$ cat src/sbml_pkg.sv
// constants and types shared by the buffer manager limits block
//
// Notes on behaviour
// counter test bit makes cleared counters load 7FFFFFC
// bit 5 picks fixed priority, else round robin
// bits 4:2 enable egress pacing, ports 2:0
// bit 1 randomly discards Yellow ingress packets
// bit 0 always discards Red ingress packets
// port active at 36 buffers; count picks set
// all levels counted in 128-byte buffers
// low drop limit bits 15:8, reset 49h
// high drop limit bits 7:0, reset 64h
// pause sent once usage reaches pause level
// low pause level bits 15:8, reset 21h
// high pause level bits 7:0, reset 3Ch
// resume pause frame at resume level, low 03h
// high resume level bits 7:0, reset 07h
// drop packet exceeding selected per-port drop limit
// threshold set follows active count continuously
package sbml_pkg;

    // ************************************************************
    // widths
    // ************************************************************
    localparam int ADDR_W = 16;
    localparam int DATA_W = 32;
    localparam int IDX_W = 14;
    localparam int PORTS = 3;
    localparam int LVL_W = 8;
    localparam int CFG_W = 7;
    localparam int PAIR_W = 16;

    // ************************************************************
    // register indices; byte address is four times the index
    // ************************************************************
    localparam logic [IDX_W-1:0] IDX_CFG = 14'h1C00;
    localparam logic [IDX_W-1:0] IDX_DROP_LVL = 14'h1C01;
    localparam logic [IDX_W-1:0] IDX_PAUSE_LVL = 14'h1C02;
    localparam logic [IDX_W-1:0] IDX_RESUME_LVL = 14'h1C03;
    localparam logic [IDX_W-1:0] IDX_DROP_CNT0 = 14'h1C05;
    localparam logic [IDX_W-1:0] IDX_STATUS = 14'h1C20;

    // ************************************************************
    // configuration fields
    // ************************************************************
    localparam int CFG_RED_BIT = 0;
    localparam int CFG_YELLOW_BIT = 1;
    localparam int CFG_PACE_LSB = 2;
    localparam int CFG_PACE_MSB = 4;
    localparam int CFG_FIXPRI_BIT = 5;
    localparam int CFG_TEST_BIT = 6;
    localparam logic [CFG_W-1:0] CFG_RST = 7'h00;

    // ************************************************************
    // level pairs: low set in 15:8, high set in 7:0
    // ************************************************************
    localparam int LVL_LOW_LSB = 8;
    localparam int LVL_HIGH_LSB = 0;
    localparam logic [PAIR_W-1:0] DROP_LVL_RST = 16'h4964;
    localparam logic [PAIR_W-1:0] PAUSE_LVL_RST = 16'h213C;
    localparam logic [PAIR_W-1:0] RESUME_LVL_RST = 16'h0307;

    // ************************************************************
    // status fields
    // ************************************************************
    localparam int STS_ACTCNT_LSB = 0;
    localparam int STS_LOWSET_BIT = 2;
    localparam int STS_ACTIVE_LSB = 3;
    localparam int STS_PAUSED_LSB = 6;

    // ************************************************************
    // buffer accounting
    // ************************************************************
    localparam int BUF_BYTES = 128;
    localparam logic [LVL_W-1:0] ACTIVE_BUFS = 8'h24;
    localparam logic [DATA_W-1:0] CNT_TEST_VAL = 32'h07FF_FFFC;
    localparam logic [DATA_W-1:0] CNT_MAX = 32'hFFFF_FFFF;
    localparam logic [DATA_W-1:0] CNT_RST = 32'h0000_0000;

    // ************************************************************
    // packet colours and flow control states
    // ************************************************************
    localparam logic [1:0] COLOR_GREEN = 2'h0;
    localparam logic [1:0] COLOR_YELLOW = 2'h1;
    localparam logic [1:0] COLOR_RED = 2'h2;

    typedef enum logic [1:0]
    {
        FC_FLOWING = 2'b01,
        FC_PAUSED = 2'b10
    } sbml_fc_state_e;

endpackage : sbml_pkg

$ cat src/sbml_top.sv
// buffer manager limits: registers, threshold selection, admission and flow control
//
// The implementer's own choice: the strobed register port.
`timescale 1ns/100ps
module sbml_top
(
    // clock and reset
    input wire logic i_ref_clk,
    input wire logic i_resetn,
    // register port
    input wire logic [sbml_pkg::ADDR_W-1:0] i_addr,
    input wire logic [sbml_pkg::DATA_W-1:0] i_wdata,
    input wire logic i_wr,
    input wire logic i_rd,
    output logic [sbml_pkg::DATA_W-1:0] o_rdata,
    // buffer occupancy per port, in buffers
    input wire logic [sbml_pkg::PORTS-1:0][sbml_pkg::LVL_W-1:0] i_port_used,
    // ingress admission request
    input wire logic i_pkt_valid,
    input wire logic [1:0] i_pkt_port,
    input wire logic [sbml_pkg::LVL_W-1:0] i_pkt_bufs,
    input wire logic [1:0] i_pkt_color,
    input wire logic i_yellow_rand_hit,
    // ingress admission answer
    output logic o_pkt_done,
    output logic o_pkt_drop,
    // queue servicing and pacing controls
    output logic o_fixed_priority,
    output logic [sbml_pkg::PORTS-1:0] o_egress_pace_en,
    // selected thresholds
    output logic o_use_low_set,
    output logic [sbml_pkg::LVL_W-1:0] o_drop_limit,
    // flow control
    output logic [sbml_pkg::PORTS-1:0] o_fc_pause,
    output logic [sbml_pkg::PORTS-1:0] o_fc_resume,
    output logic [sbml_pkg::PORTS-1:0] o_fc_paused
);

    // ************************************************************
    // address decode
    // ************************************************************
    function automatic logic addr_hit
    (
        input logic [sbml_pkg::ADDR_W-1:0] addr,
        input logic [sbml_pkg::IDX_W-1:0] idx
    );
        addr_hit = (addr == {idx, 2'b00});
    endfunction : addr_hit

    wire hit_cfg = addr_hit(i_addr, sbml_pkg::IDX_CFG);
    wire hit_drop_lvl = addr_hit(i_addr, sbml_pkg::IDX_DROP_LVL);
    wire hit_pause_lvl = addr_hit(i_addr, sbml_pkg::IDX_PAUSE_LVL);
    wire hit_resume_lvl = addr_hit(i_addr, sbml_pkg::IDX_RESUME_LVL);
    wire hit_status = addr_hit(i_addr, sbml_pkg::IDX_STATUS);
    wire [sbml_pkg::PORTS-1:0] hit_cnt;

    wire wr_cfg = i_wr && hit_cfg;
    wire wr_drop_lvl = i_wr && hit_drop_lvl;
    wire wr_pause_lvl = i_wr && hit_pause_lvl;
    wire wr_resume_lvl = i_wr && hit_resume_lvl;

    // ************************************************************
    // software registers
    // ************************************************************
    logic [sbml_pkg::CFG_W-1:0] cfg;
    logic [sbml_pkg::PAIR_W-1:0] drop_lvl;
    logic [sbml_pkg::PAIR_W-1:0] pause_lvl;
    logic [sbml_pkg::PAIR_W-1:0] resume_lvl;

    always_ff @(posedge i_ref_clk or negedge i_resetn)
    begin
        if (!i_resetn)
        begin
            cfg <= sbml_pkg::CFG_RST;
            drop_lvl <= sbml_pkg::DROP_LVL_RST;
            pause_lvl <= sbml_pkg::PAUSE_LVL_RST;
            resume_lvl <= sbml_pkg::RESUME_LVL_RST;
        end
        else
        begin
            if (wr_cfg)
                cfg <= i_wdata[sbml_pkg::CFG_W-1:0];
            if (wr_drop_lvl)
                drop_lvl <= i_wdata[sbml_pkg::PAIR_W-1:0];
            if (wr_pause_lvl)
                pause_lvl <= i_wdata[sbml_pkg::PAIR_W-1:0];
            if (wr_resume_lvl)
                resume_lvl <= i_wdata[sbml_pkg::PAIR_W-1:0];
        end
    end

    wire cfg_drop_red = cfg[sbml_pkg::CFG_RED_BIT];
    wire cfg_drop_yellow = cfg[sbml_pkg::CFG_YELLOW_BIT];
    wire cfg_cnt_test = cfg[sbml_pkg::CFG_TEST_BIT];

    assign o_fixed_priority = cfg[sbml_pkg::CFG_FIXPRI_BIT];
    assign o_egress_pace_en = cfg[sbml_pkg::CFG_PACE_MSB:sbml_pkg::CFG_PACE_LSB];

    // ************************************************************
    // active ports and threshold set
    // ************************************************************
    wire [sbml_pkg::PORTS-1:0] port_active;
    logic [1:0] active_cnt;

    genvar gp;
    generate
        for (gp = 0; gp < sbml_pkg::PORTS; gp++)
        begin : g_active
            // levels are whole 128-byte buffers, so no byte scaling
            assign port_active[gp] = (i_port_used[gp] >= sbml_pkg::ACTIVE_BUFS);
        end
    endgenerate

    assign active_cnt = {1'b0, port_active[0]} + {1'b0, port_active[1]} +
                        {1'b0, port_active[2]};

    // purely combinational, so the set changes the moment a port crosses 36
    wire use_low = (active_cnt >= 2'h2);

    wire [sbml_pkg::LVL_W-1:0] drop_low = drop_lvl[sbml_pkg::LVL_LOW_LSB +: sbml_pkg::LVL_W];
    wire [sbml_pkg::LVL_W-1:0] drop_high = drop_lvl[sbml_pkg::LVL_HIGH_LSB +: sbml_pkg::LVL_W];
    wire [sbml_pkg::LVL_W-1:0] pause_low = pause_lvl[sbml_pkg::LVL_LOW_LSB +: sbml_pkg::LVL_W];
    wire [sbml_pkg::LVL_W-1:0] pause_high = pause_lvl[sbml_pkg::LVL_HIGH_LSB +: sbml_pkg::LVL_W];
    wire [sbml_pkg::LVL_W-1:0] resume_low = resume_lvl[sbml_pkg::LVL_LOW_LSB +: sbml_pkg::LVL_W];
    wire [sbml_pkg::LVL_W-1:0] resume_high = resume_lvl[sbml_pkg::LVL_HIGH_LSB +: sbml_pkg::LVL_W];

    // zero active ports also takes the high set: nothing is contended yet
    wire [sbml_pkg::LVL_W-1:0] sel_drop = use_low ? drop_low : drop_high;
    wire [sbml_pkg::LVL_W-1:0] sel_pause = use_low ? pause_low : pause_high;
    wire [sbml_pkg::LVL_W-1:0] sel_resume = use_low ? resume_low : resume_high;

    assign o_use_low_set = use_low;
    assign o_drop_limit = sel_drop;

    // ************************************************************
    // ingress admission
    // ************************************************************
    logic [sbml_pkg::LVL_W-1:0] pkt_port_used;
    logic [sbml_pkg::LVL_W:0] pkt_total;
    logic pkt_port_ok;

    // port code 3 is reserved; such a packet is refused and counted nowhere
    assign pkt_port_ok = (i_pkt_port < 2'h3);
    assign pkt_port_used = pkt_port_ok ? i_port_used[i_pkt_port] : 8'h00;
    assign pkt_total = {1'b0, pkt_port_used} + {1'b0, i_pkt_bufs};

    wire over_limit = (pkt_total > {1'b0, sel_drop});
    wire red_drop = cfg_drop_red && (i_pkt_color == sbml_pkg::COLOR_RED);
    wire yellow_drop = cfg_drop_yellow && (i_pkt_color == sbml_pkg::COLOR_YELLOW) &&
                       i_yellow_rand_hit;
    wire next_drop = !pkt_port_ok || over_limit || red_drop || yellow_drop;

    always_ff @(posedge i_ref_clk or negedge i_resetn)
    begin
        if (!i_resetn)
        begin
            o_pkt_done <= 1'b0;
            o_pkt_drop <= 1'b0;
        end
        else
        begin
            o_pkt_done <= i_pkt_valid;
            o_pkt_drop <= i_pkt_valid && next_drop;
        end
    end

    // ************************************************************
    // per-port drop counters and flow control
    // ************************************************************
    wire [sbml_pkg::PORTS-1:0][sbml_pkg::DATA_W-1:0] cnt_val;

    generate
        for (gp = 0; gp < sbml_pkg::PORTS; gp++)
        begin : g_port
            localparam logic [sbml_pkg::IDX_W-1:0] CNT_IDX =
                sbml_pkg::IDX_DROP_CNT0 + 14'(gp);
            wire cnt_inc = i_pkt_valid && next_drop && pkt_port_ok &&
                           (i_pkt_port == 2'(gp));

            assign hit_cnt[gp] = addr_hit(i_addr, CNT_IDX);

            sbml_drop_counter u_cnt
            (
                .i_ref_clk(i_ref_clk),
                .i_resetn(i_resetn),
                .i_inc(cnt_inc),
                .i_read_clr(i_rd && hit_cnt[gp]),
                .i_test_mode(cfg_cnt_test),
                .o_count(cnt_val[gp])
            );

            sbml_port_fc u_fc
            (
                .i_ref_clk(i_ref_clk),
                .i_resetn(i_resetn),
                .i_used(i_port_used[gp]),
                .i_pause_lvl(sel_pause),
                .i_resume_lvl(sel_resume),
                .o_pause(o_fc_pause[gp]),
                .o_resume(o_fc_resume[gp]),
                .o_paused(o_fc_paused[gp])
            );
        end
    endgenerate

    // ************************************************************
    // read path
    // ************************************************************
    logic [sbml_pkg::DATA_W-1:0] status_word;
    logic [sbml_pkg::DATA_W-1:0] cnt_word;
    logic [sbml_pkg::DATA_W-1:0] read_word;

    always_comb
    begin
        status_word = 32'h0000_0000;
        status_word[sbml_pkg::STS_ACTCNT_LSB +: 2] = active_cnt;
        status_word[sbml_pkg::STS_LOWSET_BIT] = use_low;
        status_word[sbml_pkg::STS_ACTIVE_LSB +: sbml_pkg::PORTS] = port_active;
        status_word[sbml_pkg::STS_PAUSED_LSB +: sbml_pkg::PORTS] = o_fc_paused;
    end

    assign cnt_word = hit_cnt[0] ? cnt_val[0] :
                      hit_cnt[1] ? cnt_val[1] :
                      hit_cnt[2] ? cnt_val[2] : 32'h0000_0000;

    // reserved bits and unmapped addresses read as zero
    assign read_word = hit_cfg ? {25'h0000000, cfg} :
                       hit_drop_lvl ? {16'h0000, drop_lvl} :
                       hit_pause_lvl ? {16'h0000, pause_lvl} :
                       hit_resume_lvl ? {16'h0000, resume_lvl} :
                       hit_status ? status_word : cnt_word;

    // data stands only in the cycle after the strobe, zero otherwise
    always_ff @(posedge i_ref_clk or negedge i_resetn)
    begin
        if (!i_resetn)
            o_rdata <= 32'h0000_0000;
        else if (i_rd)
            o_rdata <= read_word;
        else
            o_rdata <= 32'h0000_0000;
    end

endmodule : sbml_top

$ cat src/sbml_drop_counter.sv
// saturating clear-on-read drop counter of one ingress port
`timescale 1ns/100ps
module sbml_drop_counter
(
    // clock and reset
    input wire logic i_ref_clk,
    input wire logic i_resetn,
    // events
    input wire logic i_inc,
    input wire logic i_read_clr,
    input wire logic i_test_mode,
    // value
    output logic [sbml_pkg::DATA_W-1:0] o_count
);

    logic [sbml_pkg::DATA_W-1:0] cleared_val;
    logic [sbml_pkg::DATA_W-1:0] base_val;
    logic [sbml_pkg::DATA_W-1:0] next_count;

    // a read in test mode leaves 07FFFFFC, a value far below the CNT_MAX saturation value
    assign cleared_val = i_test_mode ? sbml_pkg::CNT_TEST_VAL : sbml_pkg::CNT_RST;
    assign base_val = i_read_clr ? cleared_val : o_count;
    // the drop arriving with the read is kept on top of the cleared value
    assign next_count = !i_inc ? base_val :
                        (base_val == sbml_pkg::CNT_MAX) ? base_val :
                        base_val + 32'h0000_0001;

    always_ff @(posedge i_ref_clk or negedge i_resetn)
    begin
        if (!i_resetn)
            o_count <= sbml_pkg::CNT_RST;
        else
            o_count <= next_count;
    end

endmodule : sbml_drop_counter

$ cat src/sbml_port_fc.sv
// pause and resume tracking of one port against its buffer usage
`timescale 1ns/100ps
module sbml_port_fc
(
    // clock and reset
    input wire logic i_ref_clk,
    input wire logic i_resetn,
    // levels in buffers
    input wire logic [sbml_pkg::LVL_W-1:0] i_used,
    input wire logic [sbml_pkg::LVL_W-1:0] i_pause_lvl,
    input wire logic [sbml_pkg::LVL_W-1:0] i_resume_lvl,
    // flow control requests
    output logic o_pause,
    output logic o_resume,
    output logic o_paused
);

    sbml_pkg::sbml_fc_state_e state;
    sbml_pkg::sbml_fc_state_e next_state;
    logic next_pause;
    logic next_resume;

    always_comb
    begin
        next_state = state;
        next_pause = 1'b0;
        next_resume = 1'b0;
        unique case (state)
            sbml_pkg::FC_FLOWING:
            begin
                if (i_used >= i_pause_lvl)
                begin
                    next_state = sbml_pkg::FC_PAUSED;
                    next_pause = 1'b1;
                end
            end
            sbml_pkg::FC_PAUSED:
            begin
                // the resume frame carries a pause value of one
                if (i_used <= i_resume_lvl)
                begin
                    next_state = sbml_pkg::FC_FLOWING;
                    next_resume = 1'b1;
                end
            end
            default:
                next_state = sbml_pkg::FC_FLOWING;
        endcase
    end

    always_ff @(posedge i_ref_clk or negedge i_resetn)
    begin
        if (!i_resetn)
        begin
            state <= sbml_pkg::FC_FLOWING;
            o_pause <= 1'b0;
            o_resume <= 1'b0;
        end
        else
        begin
            state <= next_state;
            o_pause <= next_pause;
            o_resume <= next_resume;
        end
    end

    assign o_paused = (state == sbml_pkg::FC_PAUSED);

endmodule : sbml_port_fc

$ cat config.mk
export PLATFORM = sky130hd
export DESIGN_NAME = sbml_top
export DESIGN_NICKNAME = d
export VERILOG_FILES = /design/src/sbml_pkg.sv /design/src/sbml_top.sv /design/src/sbml_drop_counter.sv /design/src/sbml_port_fc.sv
export SDC_FILE = /design/constraint.sdc
export NUM_CORES = 1
export LEC_CHECK = 0
export ABC_AREA = 0
export BUFFER_PORTS_ARGS = -buffer_cell sky130_fd_sc_hd__buf_2
export CAP_MARGIN = 20
export CELL_PAD_IN_SITES_DETAIL_PLACEMENT = 0
export CELL_PAD_IN_SITES_GLOBAL_PLACEMENT = 1
export CORE_MARGIN = 2
export CORE_UTILIZATION = 30
export DETAILED_ROUTE_END_ITERATION = 16
export HOLD_SLACK_MARGIN = 0.15
export PLACE_DENSITY = 0.63
export SYNTH_ARGS = -nofsm -noshare
export SYNTH_HDL_FRONTEND = slang
export SYNTH_SLANG_ARGS = --single-unit
$ cat constraint.sdc
create_clock -name i_ref_clk -period 4.7 [get_ports i_ref_clk]
set_clock_uncertainty 0.2 [all_clocks]
set_input_delay 0.94 -clock i_ref_clk [delete_from_list [all_inputs] [get_ports i_ref_clk]]
set_output_delay 0.94 -clock i_ref_clk [all_outputs]
set_load 0.03 [all_outputs]
==> results.md <==
- Status: finished, violations left
- Failing checks: setup timing
- Critical path's most frequent cell: buf_4
- CTS Root Cell: clkbuf_16
- CTS tree: built
- Hold depth: 1
- CP startpoint kind: primary input
- Final setup fails: 20
- Total gr overflow: 0
- # H-tree levels: 4
- Hold Vio Cnt, Final: 0
- Post-Route WL: 40700 um
- Max Cap Viol: 0
- Worst min-delay path class: reg -> reg
- Via count: ~11000
- Unrepaired setup endpoints after global routing: true
- Static Leak: 6.81 nW
- Top FF cell, synth: dfrtp_1
- Area of the core: between 0.03 and 0.04 mm^2
- Setup ws final: -0.172 ns
- Most frequent cells in the layout: dfrtp_1, buf_4, buf_2
- Worst-Margin Slew: 0.873 ns
- Pwr Density: 273 mW/mm^2
- Worst Path Class, Setup: in -> reg
- Post-synth EDFFs: 0
- Num rows: 72
- Sequential Power Share: 0.457
- Yosys warns: 0
- Min Hold Slack: 0.340 ns
- Ports: approximately 150
- DRT antenna net count: 0
- Iteration-0 DRC Markers: ~800
- FF-to-FF Start: drop_lvl[2]
- Number of port buffers: 129
- Chip height: between 200 and 250 um
- Initial Utilization: 0.305
- Num CTS Buffers: 17
- Post-synthesis async set-or-reset flop share: 1.00
- Mapped Cells: 1205
- DR DRC count: 0
- Syn Nets: 1364
- Hold_sp: pause_lvl[0]
- CP Capture Type: register
- Slowest stage cell, crit path: fa_2
- Internal power: 2.84 mW
- Synth unique cells: 67
- Clk Latency, worst-skew pair: 0.45 ns
- Combinational power share: 0.190
- Commonest non-fill, non-tap cell in the layout: dfrtp_1
- Worst path required time: 4.80 ns
- Storage cell area: 0.00495 mm^2
- Met3 usage: 0.0271
- Vias/cell: 5.33
- Worst reg2reg path depth: 15
- Die Area: 0.0411 mm^2
- Clock power share: 0.354
- Tmin final: 4.87 ns
- Worst Hold End: pause_lvl[0]
- # hold bufs at CTS: 0
- Max Fanout on Critical Path: 9
- Overall Power: just over 4 mW
- First-pass GRT wire length: 61900 um
- Total clock sinks: slightly below 200
- Post-synthesis average cell area: slightly below 10 um^2
- CP arrival: just under 5 ns
- Final-stage net count: roughly 1600
- Routing usage on met1: 0.266
- Global-route usage over all layers: 0.198
- Sw Ratio: 0.311
- WL/cell: 20.6 um
- Layout area overhead: 27.3%
- Rel. slew slack: 0.416
- DP HPWL: 30700 um
- Mapped Area: ~0.012 mm^2
- Peak supply drop: approximately 0.28 mV
- Vias in the first global route: 10300
- Worst path cell trace: buf_2 > o31ai_2 > nand2_1 > fa_2 > mux2i_1 > buf_4 > ha_1 > a211o_1 > a221o_1 > a221oi_4 > o221ai_4 > buf_4 > buf_4 > nand4_1 > buf_6 > clkbuf_16 > nor3_4 > xnor2_1 > a21oi_1
- Seq/Total Area, Yosys: 0.418
- Synth Register Bits: 197
- Worst R2R End: g_port[2].u_cnt.o_count[11]
- 1st-pass router iterations: 6
- Share of cells above drive strength 1: 0.320
- Clock tree buffer depth: 2
- Clock slew at reported path FFs: 0.08 ns
- Met2 usage: 0.330
- Fmax: between 200 and 250 MHz
- Die W: 203 um
- Footprint of the multi-input gates: 0.00686 mm^2
- Pin count of the biggest net entering global routing: 98
- Number of fillers in the final layout: 3958
- FF-to-FF setup slack: ~0.91 ns
- Initial antenna violation count: 1
- Slowest cell delay on critical path: 0.53 ns
- Number of diodes: 0
- Fin. max-slew vios: 0
- NetSw: 1.28 mW
- Final period util: 1.04
- GP Congestion: ~0.86
- Setup_tns: -1.95 ns
- GRT busiest layer: met2
[worst max path at each step]
| stage | start | to | slack (ns) |
|---|---|---|---|
| after floorplan | i_pkt_port[1] | g_port[0].u_cnt.o_count[27] | -0.59 |
| after global placement | i_pkt_port[0] | g_port[1].u_cnt.o_count[6] | -0.72 |
| after detailed placement | i_pkt_port[0] | g_port[1].u_cnt.o_count[6] | -0.77 |
| after CTS | i_pkt_port[0] | g_port[0].u_cnt.o_count[25] | -0.08 |
| after global routing | i_port_used[4] | g_port[2].u_cnt.o_count[23] | -0.30 |
| final | i_port_used[20] | g_port[2].u_cnt.o_count[11] | -0.17 |
[cell type report]
cell class | instances | area share
inverter | 36 | 0.00895
clock inverter | 14 | 0.00937
timing repair buffer | 282 | 0.128
clock buffer | 18 | 0.0284
sequential | 197 | 0.328
tap | 518 | 0.0429
multi-input combinational | 913 | 0.454
[power by group through the flow]
stage	sequential, mW	combinational (mW)	clock, mW
after detailed placement	1.92	0.729	0
after floorplan	1.89	0.455	0
after global routing	1.90	0.863	1.55
after global placement	1.92	0.715	0
after CTS	1.88	0.744	1.49
final	1.89	0.782	1.46
[worst max-delay path, delay by kind of cell]
| family | cells | cell delay [ns] |
|---|---|---|
| multiplexers | 1 | 0.15 |
| buffers and inverters | 6 | 0.95 |
| XOR/XNOR | 1 | 0.19 |
| adder cells (fa/ha/maj) | 2 | 0.83 |
| AO/OA/AOI/OAI | 6 | 1.52 |
| AND/OR/NAND/NOR | 3 | 0.40 |
[cells by family (layout without fill, tap and decap cells)]
| logic type | Yosys count | in the layout | synth area share |
|---|---|---|---|
| multiplexers | 91 | 91 | 0.0836 |
| XOR/XNOR | 82 | 82 | 0.0606 |
| AO/OA/AOI/OAI | 283 | 283 | 0.155 |
| adder cells (fa/ha/maj) | 69 | 69 | 0.0741 |
| buffers and inverters | 95 | 350 | 0.0346 |
| AND/OR/NAND/NOR | 388 | 388 | 0.174 |
| flip-flops | 197 | 197 | 0.418 |
[repair_timing]
item                                    4_1_cts  5_1_grt
pin swaps                                    14       17
buffers inserted                              4        8
gates cloned                                  0        3
gates resized for setup                      11       53
endpoints found under the setup margin       41       80
[cell usage after synthesis, types with 14 or more instances]
library cell    n  area share
clkbuf_1       42       0.013
a222oi_1       24       0.020
a21oi_1        71       0.030
xor2_1         33       0.024
dfrtp_1       177        0.37
nor2_1         67       0.021
mux2_2         64       0.061
a22oi_1        23       0.015
nor4_1         14      0.0074
xnor2_1        49       0.036
mux2i_1        27       0.023
nand2_1        90       0.028
dfstp_2        20       0.044
nand3_1        60       0.025
o21ai_0        76       0.032
nor3_1         27       0.011
a31oi_1        17      0.0090
inv_1          35       0.011
and3_1         23       0.012
nand4_1        33       0.017
ha_1           67       0.071
[sequential cells by signal, indices dropped and copies added, names as in the netlist]
name / flops
g_port.u_cnt.o_count: 96
o_rdata: 32
drop_lvl: 16
pause_lvl: 16
resume_lvl: 16
cfg: 7
g_port.u_fc.state: 6
g_port.u_fc.o_pause: 3
g_port.u_fc.o_resume: 3
o_pkt_done: 1
o_pkt_drop: 1
[metal layers]
layer / up-vias / wire length, um
met2: 299 / 19600
met1: 5213 / 18500
met4: 2 / 889
met5: - / 7
li1: 4975 / -
met3: 44 / 1690
[stage by stage]
stage                     worst slack, ns  cell area [um^2]  utilization  cells
final                              -0.172             15100        0.389   1978
after global routing               -0.304             15100        0.389   1978
after CTS                         -0.0826             14800        0.380   1967
after detailed placement           -0.775             14100        0.364   1931
after global placement             -0.718             14100        0.364   1931
after floorplan                    -0.592             12100            -   1205
No activity file was read; power rests on OpenSTA's default activity.
